**config.mk**
```make
export PLATFORM = sky130hd
export DESIGN_NAME = rsc_strap_cfg
export DESIGN_NICKNAME = d
export VERILOG_FILES = /design/src/rsc_pkg.sv /design/src/rsc_lvl4.sv /design/src/rsc_strap_cfg.sv /design/src/rsc_sync2.sv
export SDC_FILE = /design/constraint.sdc
export NUM_CORES = 1
export LEC_CHECK = 0
export BUFFER_PORTS_ARGS = -buffer_cell sky130_fd_sc_hd__clkbuf_2
export CORE_ASPECT_RATIO = 0.8
export CORE_UTILIZATION = 45
export DETAILED_ROUTE_END_ITERATION = 10
export PLACE_DENSITY_LB_ADDON = 0.08
export SYNTH_ARGS = -nofsm -noshare
export SYNTH_HDL_FRONTEND = slang
export SYNTH_SLANG_ARGS = --single-unit
```
**constraint.sdc**
```tcl
create_clock -name CORE_CLK_I -period 3.05 [get_ports CORE_CLK_I]
set_input_delay 0.1525 -clock CORE_CLK_I [delete_from_list [all_inputs] [get_ports CORE_CLK_I]]
set_output_delay 0.1525 -clock CORE_CLK_I [all_outputs]
set_load 0.05 [all_outputs]
```
**src/rsc_pkg.sv**
```systemverilog
package rsc_pkg;

  // ----------------------------------------------------------------
  // four-level strap codes
  // ----------------------------------------------------------------
  localparam logic [1:0] LVL_GND1K = 2'h0;
  localparam logic [1:0] LVL_GND20K = 2'h1;
  localparam logic [1:0] LVL_FLOAT = 2'h2;
  localparam logic [1:0] LVL_VDD1K = 2'h3;

  // ----------------------------------------------------------------
  // rate mode codes
  // ----------------------------------------------------------------
  localparam logic [1:0] RATE_GEN12 = 2'h0;
  localparam logic [1:0] RATE_AUTO = 2'h1;
  localparam logic [1:0] RATE_GEN3 = 2'h2;
  localparam logic [1:0] RATE_RSVD = 2'h3;

  // ----------------------------------------------------------------
  // timing
  // ----------------------------------------------------------------
  localparam int CLK_PERIOD_NS = 25;
  localparam int STRAP_SETTLE_NS = 100;
  localparam int STRAP_SETTLE_CYC = (STRAP_SETTLE_NS + CLK_PERIOD_NS - 1) / CLK_PERIOD_NS;

  // ----------------------------------------------------------------
  // sizes, register map and fields
  // ----------------------------------------------------------------
  localparam int NUM_CH = 8;
  localparam int SET_W = 4;
  localparam int IRQ_W = 4;
  localparam logic [7:0] REG_EQ_OFS = 8'h00;
  localparam logic [7:0] REG_DE_OFS = 8'h04;
  localparam logic [7:0] REG_STAT_OFS = 8'h08;
  localparam logic [7:0] REG_IRQ_ST_OFS = 8'h0C;
  localparam logic [7:0] REG_IRQ_CLR_OFS = 8'h10;
  localparam logic [7:0] REG_IRQ_EN_OFS = 8'h14;
  localparam logic [31:0] EQ_RST = 32'h0000_0000;
  localparam logic [31:0] DE_RST = 32'h0000_0000;
  localparam logic [3:0] IRQ_EN_RST = 4'h0;
  localparam int STAT_MODE_LSB = 0;
  localparam int STAT_RATE_LSB = 2;
  localparam int STAT_A2B = 4;
  localparam int STAT_B2A = 5;
  localparam int STAT_CABLE = 6;
  localparam int STAT_PASS = 7;
  localparam int STAT_FAIL = 8;
  localparam int IRQ_MODE = 0;
  localparam int IRQ_CABLE = 1;
  localparam int IRQ_PASS = 2;
  localparam int IRQ_FAIL = 3;

  typedef enum logic [1:0] {MODE_STRAP, MODE_EE_MASTER, MODE_REG_SLAVE} rsc_mode_e;
  typedef enum logic [2:0] {LD_IDLE, LD_WAIT, LD_BUSY, LD_PASS, LD_FAIL} rsc_load_e;

endpackage

```
**src/rsc_lvl4.sv**
```systemverilog
`timescale 1ns/100ps
`default_nettype none

// four-level strap: sync, thermometer decode, settle filter
module rsc_lvl4 (
  // clock and reset
  input wire logic clk_i,
  input wire logic rstn_i,
  // pad comparators, bit n high when above threshold n
  input wire logic [2:0] th_i,
  // decoded level and two-level reading
  output logic [1:0] lvl_o,
  output logic dig_o
);

  localparam logic [2:0] SETTLE_M1 = 3'(rsc_pkg::STRAP_SETTLE_CYC - 1);

  logic [2:0] meta;
  logic [2:0] th_s;
  logic [1:0] cand;
  logic [1:0] last;
  logic valid;
  logic [2:0] cnt;

  // two flops before any decode
  always_ff @(posedge clk_i or negedge rstn_i) begin
    if (!rstn_i) begin
      meta <= 3'h0;
      th_s <= 3'h0;
    end else begin
      meta <= th_i;
      th_s <= meta;
    end
  end

  // non-thermometer patterns are edges in flight, never a level
  always_comb begin
    valid = 1'b1;
    case (th_s)
      3'h0: cand = rsc_pkg::LVL_GND1K;
      3'h1: cand = rsc_pkg::LVL_GND20K;
      3'h3: cand = rsc_pkg::LVL_FLOAT;
      3'h7: cand = rsc_pkg::LVL_VDD1K;
      default: begin
        cand = rsc_pkg::LVL_GND1K;
        valid = 1'b0;
      end
    endcase
  end

  // level taken only after it held for the settle time
  always_ff @(posedge clk_i or negedge rstn_i) begin
    if (!rstn_i) begin
      last <= rsc_pkg::LVL_GND1K;
      cnt <= 3'h0;
      lvl_o <= rsc_pkg::LVL_GND1K;
    end else if (!valid || cand != last) begin
      last <= cand;
      cnt <= 3'h0;
    end else if (cnt != SETTLE_M1) begin
      cnt <= cnt + 3'h1;
    end else begin
      lvl_o <= last;
    end
  end

  // mid threshold serves as logic level when the pin is reused
  always_ff @(posedge clk_i or negedge rstn_i) begin
    if (!rstn_i) begin
      dig_o <= 1'b1;
    end else begin
      dig_o <= th_s[1];
    end
  end

endmodule

`default_nettype wire

```
**src/rsc_strap_cfg.sv**
```systemverilog
// The register addresses and strobed register access were chosen for this implementation.
`timescale 1ns/100ps
`default_nettype none

module rsc_strap_cfg (
  // clock and reset
  input wire logic CORE_CLK_I,
  input wire logic RSTN_I,
  // four-level strap comparators
  input wire logic [2:0] MODE_SEL_TH_I,
  input wire logic [2:0] BANK_A_EQ_SEL0_TH_I,
  input wire logic [2:0] BANK_A_EQ_SEL1_TH_I,
  input wire logic [2:0] BANK_B_EQ_SEL0_TH_I,
  input wire logic [2:0] BANK_B_EQ_SEL1_TH_I,
  input wire logic [2:0] BANK_A_DEEMPH_SEL0_TH_I,
  input wire logic [2:0] BANK_A_DEEMPH_SEL1_TH_I,
  input wire logic [2:0] BANK_B_DEEMPH_SEL0_TH_I,
  input wire logic [2:0] BANK_B_DEEMPH_SEL1_TH_I,
  input wire logic [2:0] RATE_SEL_TH_I,
  input wire logic [2:0] RX_DETECT_SEL_TH_I,
  input wire logic [2:0] LOOPBACK_SEL_TH_I,
  // two-level pins
  input wire logic CABLE_ABSENT_I,
  input wire logic EE_LOAD_START_N_I,
  // management bus pin drive (open drain on bank A de-emphasis pins)
  input wire logic MB_SDA_DRV_LOW_I,
  input wire logic MB_SCL_DRV_LOW_I,
  output logic MGMT_SDA_O,
  output logic MGMT_SDA_OE_O,
  output logic MGMT_SCL_O,
  output logic MGMT_SCL_OE_O,
  // management bus engine side
  output logic MB_EN_O,
  output logic MB_SDA_O,
  output logic MB_SCL_O,
  output logic [3:0] SLAVE_ADDR_PINS_O,
  // register port
  input wire logic [7:0] REG_ADDR_I,
  input wire logic [31:0] REG_WDATA_I,
  input wire logic REG_WR_I,
  input wire logic REG_RD_I,
  output logic [31:0] REG_RDATA_O,
  // eeprom loader
  output logic EE_LOAD_REQ_O,
  input wire logic EE_WR_I,
  input wire logic [7:0] EE_ADDR_I,
  input wire logic [31:0] EE_WDATA_I,
  input wire logic EE_DONE_I,
  input wire logic EE_ERR_I,
  // settings to the lanes
  output logic [31:0] CH_EQ_O,
  output logic [31:0] CH_DEEMPH_O,
  output logic [1:0] RATE_MODE_O,
  output logic LOOP_A2B_O,
  output logic LOOP_B2A_O,
  output logic TERM_50_O,
  output logic LOW_POWER_O,
  output logic CH_EN_O,
  // status
  output logic LOAD_DONE_N_O,
  output logic IRQ_O
);

  // ----------------------------------------------------------------
  // strap decode
  // ----------------------------------------------------------------
  logic [1:0] mode_lvl, eqa0, eqa1, eqb0, eqb1, dea0, dea1, deb0, deb1;
  logic [1:0] rate_lvl, rx_det_lvl, loop_lvl;
  logic eqb0_dig, eqb1_dig, dea0_dig, dea1_dig, deb0_dig, deb1_dig;
  logic cable_abs_s, start_n_s;

  // each strap arrives as a settled two-bit level code
  rsc_lvl4 u_mode (.clk_i(CORE_CLK_I), .rstn_i(RSTN_I), .th_i(MODE_SEL_TH_I),
    .lvl_o(mode_lvl), .dig_o());
  rsc_lvl4 u_eqa0 (.clk_i(CORE_CLK_I), .rstn_i(RSTN_I), .th_i(BANK_A_EQ_SEL0_TH_I),
    .lvl_o(eqa0), .dig_o());
  rsc_lvl4 u_eqa1 (.clk_i(CORE_CLK_I), .rstn_i(RSTN_I), .th_i(BANK_A_EQ_SEL1_TH_I),
    .lvl_o(eqa1), .dig_o());
  rsc_lvl4 u_eqb0 (.clk_i(CORE_CLK_I), .rstn_i(RSTN_I), .th_i(BANK_B_EQ_SEL0_TH_I),
    .lvl_o(eqb0), .dig_o(eqb0_dig));
  rsc_lvl4 u_eqb1 (.clk_i(CORE_CLK_I), .rstn_i(RSTN_I), .th_i(BANK_B_EQ_SEL1_TH_I),
    .lvl_o(eqb1), .dig_o(eqb1_dig));
  rsc_lvl4 u_dea0 (.clk_i(CORE_CLK_I), .rstn_i(RSTN_I), .th_i(BANK_A_DEEMPH_SEL0_TH_I),
    .lvl_o(dea0), .dig_o(dea0_dig));
  rsc_lvl4 u_dea1 (.clk_i(CORE_CLK_I), .rstn_i(RSTN_I), .th_i(BANK_A_DEEMPH_SEL1_TH_I),
    .lvl_o(dea1), .dig_o(dea1_dig));
  rsc_lvl4 u_deb0 (.clk_i(CORE_CLK_I), .rstn_i(RSTN_I), .th_i(BANK_B_DEEMPH_SEL0_TH_I),
    .lvl_o(deb0), .dig_o(deb0_dig));
  rsc_lvl4 u_deb1 (.clk_i(CORE_CLK_I), .rstn_i(RSTN_I), .th_i(BANK_B_DEEMPH_SEL1_TH_I),
    .lvl_o(deb1), .dig_o(deb1_dig));
  rsc_lvl4 u_rate (.clk_i(CORE_CLK_I), .rstn_i(RSTN_I), .th_i(RATE_SEL_TH_I),
    .lvl_o(rate_lvl), .dig_o());
  rsc_lvl4 u_rx_det (.clk_i(CORE_CLK_I), .rstn_i(RSTN_I), .th_i(RX_DETECT_SEL_TH_I),
    .lvl_o(rx_det_lvl), .dig_o());
  rsc_lvl4 u_loop (.clk_i(CORE_CLK_I), .rstn_i(RSTN_I), .th_i(LOOPBACK_SEL_TH_I),
    .lvl_o(loop_lvl), .dig_o());
  rsc_sync2 #(.W(2)) u_pins (.clk_i(CORE_CLK_I), .rstn_i(RSTN_I),
    .d_i({CABLE_ABSENT_I, EE_LOAD_START_N_I}), .q_o({cable_abs_s, start_n_s}));

  // ----------------------------------------------------------------
  // mode select
  // ----------------------------------------------------------------
  rsc_pkg::rsc_mode_e mode, mode_q;
  logic mb_mode;

  // 20k to ground is not a defined mode; it falls back to strap mode
  always_ff @(posedge CORE_CLK_I or negedge RSTN_I) begin
    if (!RSTN_I) begin
      mode <= rsc_pkg::MODE_STRAP;
    end else begin
      case (mode_lvl)
        rsc_pkg::LVL_VDD1K: mode <= rsc_pkg::MODE_REG_SLAVE;
        rsc_pkg::LVL_FLOAT: mode <= rsc_pkg::MODE_EE_MASTER;
        default: mode <= rsc_pkg::MODE_STRAP;
      endcase
    end
  end
  assign mb_mode = (mode != rsc_pkg::MODE_STRAP);

  // ----------------------------------------------------------------
  // eeprom load sequencer
  // ----------------------------------------------------------------
  rsc_pkg::rsc_load_e ld_state, next_ld;
  logic bus_ok, ee_busy;

  always_comb begin
    next_ld = ld_state;
    case (ld_state)
      rsc_pkg::LD_IDLE: begin
        if (mode == rsc_pkg::MODE_EE_MASTER) begin
          next_ld = rsc_pkg::LD_WAIT;
        end
      end
      rsc_pkg::LD_WAIT: begin
        if (mode != rsc_pkg::MODE_EE_MASTER) begin
          next_ld = rsc_pkg::LD_IDLE;
        end else if (!start_n_s) begin
          next_ld = rsc_pkg::LD_BUSY;
        end
      end
      rsc_pkg::LD_BUSY: begin
        if (EE_ERR_I) begin
          next_ld = rsc_pkg::LD_FAIL;
        end else if (EE_DONE_I) begin
          next_ld = rsc_pkg::LD_PASS;
        end
      end
      // a failed load is only left by reset
      rsc_pkg::LD_FAIL: next_ld = rsc_pkg::LD_FAIL;
      default: next_ld = ld_state;
    endcase
  end

  always_ff @(posedge CORE_CLK_I or negedge RSTN_I) begin
    if (!RSTN_I) begin
      ld_state <= rsc_pkg::LD_IDLE;
    end else begin
      ld_state <= next_ld;
    end
  end

  // status pin follows the sequencer
  always_ff @(posedge CORE_CLK_I or negedge RSTN_I) begin
    if (!RSTN_I) begin
      LOAD_DONE_N_O <= 1'b1;
    end else begin
      LOAD_DONE_N_O <= (ld_state != rsc_pkg::LD_PASS);
    end
  end

  assign ee_busy = (ld_state == rsc_pkg::LD_BUSY);
  assign EE_LOAD_REQ_O = ee_busy;
  // host locked out while loading and for good after a failure
  assign bus_ok = !ee_busy && (ld_state != rsc_pkg::LD_FAIL);

  // ----------------------------------------------------------------
  // registers
  // ----------------------------------------------------------------
  logic [31:0] eq_reg, de_reg, wdata, rd_mux, stat;
  logic [7:0] waddr;
  logic wr_any;
  logic [3:0] irq_st, irq_en, irq_ev;

  // loader writes share the decode; it owns the port while busy
  assign wr_any = ee_busy ? EE_WR_I : (REG_WR_I && bus_ok);
  assign waddr = ee_busy ? EE_ADDR_I : REG_ADDR_I;
  assign wdata = ee_busy ? EE_WDATA_I : REG_WDATA_I;

  // per-channel settings, nibble n for channel n
  always_ff @(posedge CORE_CLK_I or negedge RSTN_I) begin
    if (!RSTN_I) begin
      eq_reg <= rsc_pkg::EQ_RST;
      de_reg <= rsc_pkg::DE_RST;
    end else if (wr_any) begin
      if (waddr == rsc_pkg::REG_EQ_OFS) begin
        eq_reg <= wdata;
      end else if (waddr == rsc_pkg::REG_DE_OFS) begin
        de_reg <= wdata;
      end
    end
  end

  // interrupt enable
  always_ff @(posedge CORE_CLK_I or negedge RSTN_I) begin
    if (!RSTN_I) begin
      irq_en <= rsc_pkg::IRQ_EN_RST;
    end else if (wr_any && waddr == rsc_pkg::REG_IRQ_EN_OFS) begin
      irq_en <= wdata[3:0];
    end
  end

  // events: mode change, cable change, load passed, load failed
  always_ff @(posedge CORE_CLK_I or negedge RSTN_I) begin
    if (!RSTN_I) begin
      mode_q <= rsc_pkg::MODE_STRAP;
    end else begin
      mode_q <= mode;
    end
  end
  assign irq_ev[rsc_pkg::IRQ_MODE] = (mode != mode_q);
  assign irq_ev[rsc_pkg::IRQ_CABLE] = (cable_abs_s != LOW_POWER_O);
  assign irq_ev[rsc_pkg::IRQ_PASS] = ee_busy && (next_ld == rsc_pkg::LD_PASS);
  assign irq_ev[rsc_pkg::IRQ_FAIL] = ee_busy && (next_ld == rsc_pkg::LD_FAIL);

  // sticky status; a new event beats a clear in the same cycle
  always_ff @(posedge CORE_CLK_I or negedge RSTN_I) begin
    if (!RSTN_I) begin
      irq_st <= 4'h0;
    end else if (wr_any && waddr == rsc_pkg::REG_IRQ_CLR_OFS) begin
      irq_st <= (irq_st & ~wdata[3:0]) | irq_ev;
    end else begin
      irq_st <= irq_st | irq_ev;
    end
  end
  assign IRQ_O = |(irq_st & irq_en);

  // status word
  always_comb begin
    stat = 32'h0000_0000;
    stat[rsc_pkg::STAT_MODE_LSB +: 2] = mode;
    stat[rsc_pkg::STAT_RATE_LSB +: 2] = RATE_MODE_O;
    stat[rsc_pkg::STAT_A2B] = LOOP_A2B_O;
    stat[rsc_pkg::STAT_B2A] = LOOP_B2A_O;
    stat[rsc_pkg::STAT_CABLE] = LOW_POWER_O;
    stat[rsc_pkg::STAT_PASS] = (ld_state == rsc_pkg::LD_PASS);
    stat[rsc_pkg::STAT_FAIL] = (ld_state == rsc_pkg::LD_FAIL);
  end

  // read decode; clear register and unmapped addresses read zero
  always_comb begin
    if (REG_ADDR_I == rsc_pkg::REG_EQ_OFS) begin
      rd_mux = eq_reg;
    end else if (REG_ADDR_I == rsc_pkg::REG_DE_OFS) begin
      rd_mux = de_reg;
    end else if (REG_ADDR_I == rsc_pkg::REG_STAT_OFS) begin
      rd_mux = stat;
    end else if (REG_ADDR_I == rsc_pkg::REG_IRQ_ST_OFS) begin
      rd_mux = {28'h0, irq_st};
    end else if (REG_ADDR_I == rsc_pkg::REG_IRQ_EN_OFS) begin
      rd_mux = {28'h0, irq_en};
    end else begin
      rd_mux = 32'h0000_0000;
    end
  end

  // read data stand one cycle only, zero otherwise
  always_ff @(posedge CORE_CLK_I or negedge RSTN_I) begin
    if (!RSTN_I) begin
      REG_RDATA_O <= 32'h0000_0000;
    end else begin
      REG_RDATA_O <= (REG_RD_I && bus_ok) ? rd_mux : 32'h0000_0000;
    end
  end

  // ----------------------------------------------------------------
  // lane settings
  // ----------------------------------------------------------------
  logic [3:0] eq_a, eq_b, de_a, de_b;
  assign eq_a = {eqa1, eqa0};
  assign eq_b = {eqb1, eqb0};
  assign de_a = {dea1, dea0};
  assign de_b = {deb1, deb0};

  // banks of four channels in strap mode, registers otherwise
  always_ff @(posedge CORE_CLK_I or negedge RSTN_I) begin
    if (!RSTN_I) begin
      CH_EQ_O <= rsc_pkg::EQ_RST;
      CH_DEEMPH_O <= rsc_pkg::DE_RST;
    end else if (!mb_mode) begin
      CH_EQ_O <= {{4{eq_b}}, {4{eq_a}}};
      CH_DEEMPH_O <= {{4{de_b}}, {4{de_a}}};
    end else begin
      CH_EQ_O <= eq_reg;
      CH_DEEMPH_O <= de_reg;
    end
  end

  // rate applies in every mode
  always_ff @(posedge CORE_CLK_I or negedge RSTN_I) begin
    if (!RSTN_I) begin
      RATE_MODE_O <= rsc_pkg::RATE_GEN12;
    end else begin
      case (rate_lvl)
        rsc_pkg::LVL_GND1K: RATE_MODE_O <= rsc_pkg::RATE_GEN12;
        rsc_pkg::LVL_FLOAT: RATE_MODE_O <= rsc_pkg::RATE_AUTO;
        rsc_pkg::LVL_GND20K: RATE_MODE_O <= rsc_pkg::RATE_GEN3;
        default: RATE_MODE_O <= rsc_pkg::RATE_RSVD;
      endcase
    end
  end

  // loopback; 20k to ground is undefined and kept as normal routing
  always_ff @(posedge CORE_CLK_I or negedge RSTN_I) begin
    if (!RSTN_I) begin
      LOOP_A2B_O <= 1'b0;
      LOOP_B2A_O <= 1'b0;
    end else begin
      LOOP_A2B_O <= (loop_lvl == rsc_pkg::LVL_GND1K);
      LOOP_B2A_O <= (loop_lvl == rsc_pkg::LVL_VDD1K);
    end
  end

  // termination, cable presence
  always_ff @(posedge CORE_CLK_I or negedge RSTN_I) begin
    if (!RSTN_I) begin
      TERM_50_O <= 1'b0;
      LOW_POWER_O <= 1'b1;
      CH_EN_O <= 1'b0;
    end else begin
      TERM_50_O <= (rx_det_lvl != rsc_pkg::LVL_GND1K);
      LOW_POWER_O <= cable_abs_s;
      CH_EN_O <= !cable_abs_s;
    end
  end

  // ----------------------------------------------------------------
  // reused pins in bus mode (eeprom master or register slave)
  // ----------------------------------------------------------------
  assign MGMT_SDA_O = 1'b0;
  assign MGMT_SCL_O = 1'b0;

  // pins freed only in bus mode so straps never see a drive
  always_ff @(posedge CORE_CLK_I or negedge RSTN_I) begin
    if (!RSTN_I) begin
      MB_EN_O <= 1'b0;
      MB_SDA_O <= 1'b1;
      MB_SCL_O <= 1'b1;
      MGMT_SDA_OE_O <= 1'b0;
      MGMT_SCL_OE_O <= 1'b0;
      SLAVE_ADDR_PINS_O <= 4'h0;
    end else begin
      MB_EN_O <= mb_mode && bus_ok;
      MB_SDA_O <= mb_mode ? dea0_dig : 1'b1;
      MB_SCL_O <= mb_mode ? dea1_dig : 1'b1;
      MGMT_SDA_OE_O <= mb_mode && MB_SDA_DRV_LOW_I;
      MGMT_SCL_OE_O <= mb_mode && MB_SCL_DRV_LOW_I;
      SLAVE_ADDR_PINS_O <= mb_mode ? {eqb0_dig, eqb1_dig, deb0_dig, deb1_dig} : 4'h0;
    end
  end
endmodule

`default_nettype wire

```
**src/rsc_sync2.sv**
```systemverilog
`timescale 1ns/100ps
`default_nettype none

// two-flop synchroniser for plain two-level pins
module rsc_sync2 #(
  parameter int W = 1
) (
  // clock and reset
  input wire logic clk_i,
  input wire logic rstn_i,
  // pin side and synchronised side
  input wire logic [W-1:0] d_i,
  output logic [W-1:0] q_o
);

  logic [W-1:0] meta;

  // meta is read by q_o only
  always_ff @(posedge clk_i or negedge rstn_i) begin
    if (!rstn_i) begin
      meta <= '0;
      q_o <= '0;
    end else begin
      meta <= d_i;
      q_o <= meta;
    end
  end

endmodule

`default_nettype wire
```
==> results.ini, run 1 <==
[route]
drt_pass1_iterations=5
wl_um=31900
routed_via_density=4.95
ant_nets=0
vias=9014
initialDrtViolationCount=522
drc=0
detail_route.wl_per_cell_um=17.5

[yosys]
synth_area_leaders=dfrtp_1 63%, mux2_2 10%, nand2_1 4.5%, nor2_1 2.7%, ha_1 2.2%
yosysWarnings=0
synth_area_per_cell_um2=12.8
post-synth-top-area-cell=dfrtp_1
seq_area_frac_synth_pct=64.9
synthCells=1083
netlist-cell-type-count=50
synth.ff_latch_count=358
yosys_most_used_dff=dfrtp_1
async_flop_share_pct=100
syn_area_um2=13800
synth-edff-count=0
synth_top_cell_area_share_pct=63.0

[min_path]
worstHoldStart=REG_WDATA_I[5]
min_path_type=primary input to flip-flop

[cts]
clock_latency_ps=530
clock_path_buffers=3
htree_levels=2
cts_tree=yes
cts.sinks=358
cts_made_buffers=36
cts.clk_slew.worst_paths_ps=60
cts_root_buf=clkbuf_16

[power_and_ir_drop]
ir_drop_v=0.000338
powerDensity_nw_per_um2=587
power.leakage_nw=8.81

[grt]
grtUsageMet2_pct=30.6
grt_util_all_layers_pct=20.9
first_global_vias=8985
grtUsageMet1_pct=32.3
top_usage_layer=met1
grt_max_degree=95
antenna_found_initial=0
grt_overflow=0
grt_util_met3_pct=3.84
grt_pass1_wl_um=50400

[die]
start_util_pct=46.4
dieWidth_um=198
core_area_um2=29800
die_height_um=159
die_area_um2=31400
rows=56
pin_count=244

[timing]
slew_viol_final=0
worstMarginPinSlew_ps=807
tns_ps=0
finalClockSkew_ps=17.2
min_period_ps=2420
hold_viol=0
grt_setup_unrepaired=false
setup_viol=0
slew_headroom_pct=46.2
period_share_pct=79.4
fmax_mhz=413

[final_layout]
final_nets=1539
layout_commonest_cell=dfrtp_1
area_growth_pct=24.6
final_area_um2=17200
num_antenna_cells=0
drive_above_1_share_pct=33.2
final_cell_mix=348 x dfrtp_1, 240 x clkbuf_2, 166 x nand2_1, 126 x mux2_2, 98 x nor2_1

[run]
maxCapViolCount=0

[placement]
hpwl_um=21800
io_buffers=241
place.gp.congestion=0.807
place_area_um2=15600

[setup_path]
start_kind=flip-flop
reg2reg_from=ld_state[1]
endpoint_kind=flip-flop
worstSetupPathType=flip-flop to flip-flop
critical_path.max_fanout=32
cpPeakStageDelay_ps=490
cp_top_family=simple AND/OR/NAND/NOR gates
cp_slowest_cell=dfrtp_1
required_ps=3460
cp_cell_sequence=nor3b_4 -> buf_4 -> nor4_4 -> o22ai_2 -> nor3b_4 -> buf_12 -> mux2_2
cpMostUsedCell=nor3b_4
cp_data_arrival_time_ps=2830
cp_num_buf_inv=2
startpoint=ld_state[1]

[run_status]
outcome=finished clean

## worst register-to-register path, stage by stage (launching register included)
cell and delay, ps:
dfrtp_1 490, nor3b_4 240, buf_4 210, nor4_4 230, o22ai_2 220, nor3b_4 270, buf_12 260, mux2_2 390
## power by group
part	total, mW	internal [mW]	switching [mW]
Clock	4.43	2.62	1.81
Sequential	5.09	4.93	0.162
Combinational	0.597	0.280	0.317
## metrics by stage
step,util (%),hold WS [ps],instances,total power [mW],worst slack (ps)
detailed placement,52.3,238,1713,5.73,634
finish,57.8,19.2,1820,10.1,629
CTS,57.8,3.47,1820,10.2,621
floorplan,-,-143,1084,5.42,643
global route,57.8,14.9,1820,10.5,468
global placement,52.3,233,1713,5.72,703
## final cells by class
type | instances | area, µm²
Clock buffer | 56 | 1120
Clock inverter | 8 | 82.6
Fill cell | 2534 | 12600
Inverter | 18 | 67.6
Multi-Input combinational cell | 669 | 4600
Sequential cell | 358 | 8970
Tap cell | 406 | 508
Timing Repair Buffer | 305 | 1870
## cell usage after synthesis (all sizes together) (2+ instances only)
| library cell | count |
|---|---|
| or3b | 3 |
| or2 | 2 |
| mux2i | 15 |
| nand2 | 166 |
| a21oi | 28 |
| nor3b | 2 |
| inv | 18 |
| nor3 | 14 |
| a22oi | 35 |
| clkbuf | 26 |
| nor2b | 3 |
| a2111oi | 3 |
| ha | 24 |
| o22ai | 6 |
| mux2 | 128 |
| and2 | 34 |
| dfrtp | 348 |
| xnor2 | 26 |
| o21ai | 11 |
| or4 | 3 |
| nor4 | 2 |
| a221oi | 4 |
| xor2 | 12 |
| dfstp | 10 |
| nand3b | 4 |
| nand4 | 2 |
| and3 | 6 |
| a32o | 10 |
| nand2b | 16 |
| nor2 | 99 |
| buf | 13 |
| nand3 | 4 |
## layer usage
layer,share of wire (%),up-vias
li1,-,4281
met1,49,4445
met2,44,255
met3,5.5,33
met4,1.3,0
met5,0,-
## cell families after synthesis
kind of cell               share of synthesized area [%]
adders and majority gates                           2.17
DFF                                                 64.9
and+or+nand+nor                                     11.9
AOI/OAI and AO/OA                                   5.06
xor gates and xnor gates                            2.41
buffers and inverters                               1.94
other                                             0.0271
muxes                                               11.5
## path summary, 6_finish.rpt
kind / slack (ps) / cells after the start / to
worst min-delay path: 20 / 3 / de_reg[5]
worst max-delay path: 630 / 7 / eq_reg[16]
worst min register to register: 340 / 0 / u_dea0.th_s[0]
min in group asynchronous: 240 / 2 / u_dea0.meta[2]
worst max register to register: 630 / 7 / eq_reg[16]
max in group asynchronous: 1940 / 3 / irq_st[1]
## what timing repair did
action | 4_1_cts | 5_1_grt
hold buffers | 43 | 0
buffers inserted | 0 | 0
hold endpoints to repair | 125 | 0
gates resized for setup | 0 | 0
No activity file was read; power rests on OpenSTA's default activity.
==> inputs of run 2 (changes only) <==
Clock period 3.05 ns to 2 ns, I/O delays scaled along.
==> results.ini, run 2 (same netlist as run 1, synthesis figures left out) <==
[die]
dieWidth_um=198
rows=56
core_area_um2=29800
pin_count=244
start_util_pct=46.4
die_height_um=159
die_area_um2=31400

[timing]
fmax_mhz=462
timing.hold.ws_ps=11.5
grt_setup_unrepaired=true
setup_viol=68
tns_ps=-8990
min_period_ps=2160
slew_viol_final=0
finalClockSkew_ps=12.8
period_share_pct=108
setup_ws_ps=-165
hold_viol=0

[setup_path]
reg2reg_from=ld_state[0]
cp_data_arrival_time_ps=2560
worstSetupPathType=flip-flop to flip-flop
endpoint_kind=flip-flop
required_ps=2390
startpoint=ld_state[0]
critical_path.max_fanout=8
worst-r2r-cell-count=6
start_kind=flip-flop

[power_and_ir_drop]
p_int_mw=12.3
powerDensity_nw_per_um2=862
p_comb_share_pct=6.9
switching_share_pct=22.3
p_total_mw=15.8
power.net_switching_mw=3.53
ir_drop_v=0.000564
clkPwrFrac_pct=44.2
power_frac_seq_pct=48.9
power.leakage_nw=9.30

[grt]
grtUsageMet2_pct=33.6
grt_max_degree=69
first_global_vias=9576
grt_pass1_wl_um=52400
grt_overflow=0
top_usage_layer=met2
antenna_found_initial=0
grt_util_all_layers_pct=21.7
grtUsageMet1_pct=31.9
grt_util_met3_pct=3.23

[run]
maxCapViolCount=0

[route]
drt_pass1_iterations=5
detail_route.wl_per_cell_um=17.7
wl_um=33700
drc=0
routed_via_density=4.89
ant_nets=0
vias=9298
initialDrtViolationCount=471

[placement]
place_area_um2=15900
hpwl_um=22100
place.gp.congestion=0.790
io_buffers=241
dp_slack_ps=-188
dp_cells=1741

[cts]
cts.sinks=358
htree_levels=2
cts.clk_slew.worst_paths_ps=60
cts_tree=yes
clock_latency_ps=520
cts_made_buffers=36
clock_path_buffers=3
cts_root_buf=clkbuf_16

[final_layout]
final_cell_mix=348 x dfrtp_1, 239 x clkbuf_2, 166 x nand2_1, 98 x nor2_1, 90 x mux2_2
drive_above_1_share_pct=34.3
multi_input_area_um2=4770
final_util_pct=61.6
register_area_um2=8970
layout_commonest_cell=dfrtp_1
area_growth_pct=32.8
fin_cells=1903
final_nets=1621
final_area_um2=18400
nFillCells=2368
num_antenna_cells=0

[run_status]
outcome=finished, violations left
violations=setup timing

[min_path]
min_path_cells=3
min_path_type=primary input to flip-flop
worstHoldStart=EE_WDATA_I[9]

==> run 2: power by group through the flow <==
stage	sequential, mW	clock [mW]	combinational (mW)
global route	7.76	7.42	1.21
CTS	7.73	7.14	1.07
detailed placement	7.86	0	0.924
floorplan	7.83	0	0.435
finish	7.73	6.98	1.10
global placement	7.85	0	0.906
==> run 2: metal layers <==
layer	share of wire, %	up-vias
li1	-	4435
met1	48	4565
met2	45	250
met3	4.7	48
met4	1.9	0
met5	0	-
==> run 2: final timing paths <==
| check | to | slack (ps) |
|---|---|---|
| setup / recovery | de_reg[17] | -160 |
| hold / removal | de_reg[9] | 10 |
| setup reg to reg | de_reg[17] | -160 |
| hold reg to reg | u_eqa1.th_s[2] | 350 |
| max in group asynchronous | u_deb0.dig_o | 1110 |
| min in group asynchronous | u_loop.lvl_o[0] | 130 |
==> run 2: timing repair <==
item / 4_1_cts / 5_1_grt
pin swaps: 4 / 1
setup buffers: 5 / 1
cloned: 2 / 2
gates resized for setup: 10 / 42
hold endpoints to repair: 390 / 0
hold buffers: 87 / 0
endpoints found under the setup margin: 69 / 72
==> run 2: final cells by class <==
| class | instances | area share, % |
|---|---|---|
| flip-flops and latches | 358 | 48.9 |
| multi-input cells | 669 | 26.0 |
| inverters | 18 | 0.368 |
| well taps | 406 | 2.77 |
| repair buffers | 387 | 15.2 |
| clock inverters | 13 | 0.955 |
| clock buffers | 52 | 5.79 |
==> run 2: critical path, cell delays in order, from the launching register on <==
cell,delay [ps]
dfrtp_1,410
nor3b_4,350
mux2_4,380
nor3_4,240
buf_6,160
clkbuf_16,190
mux2_4,310
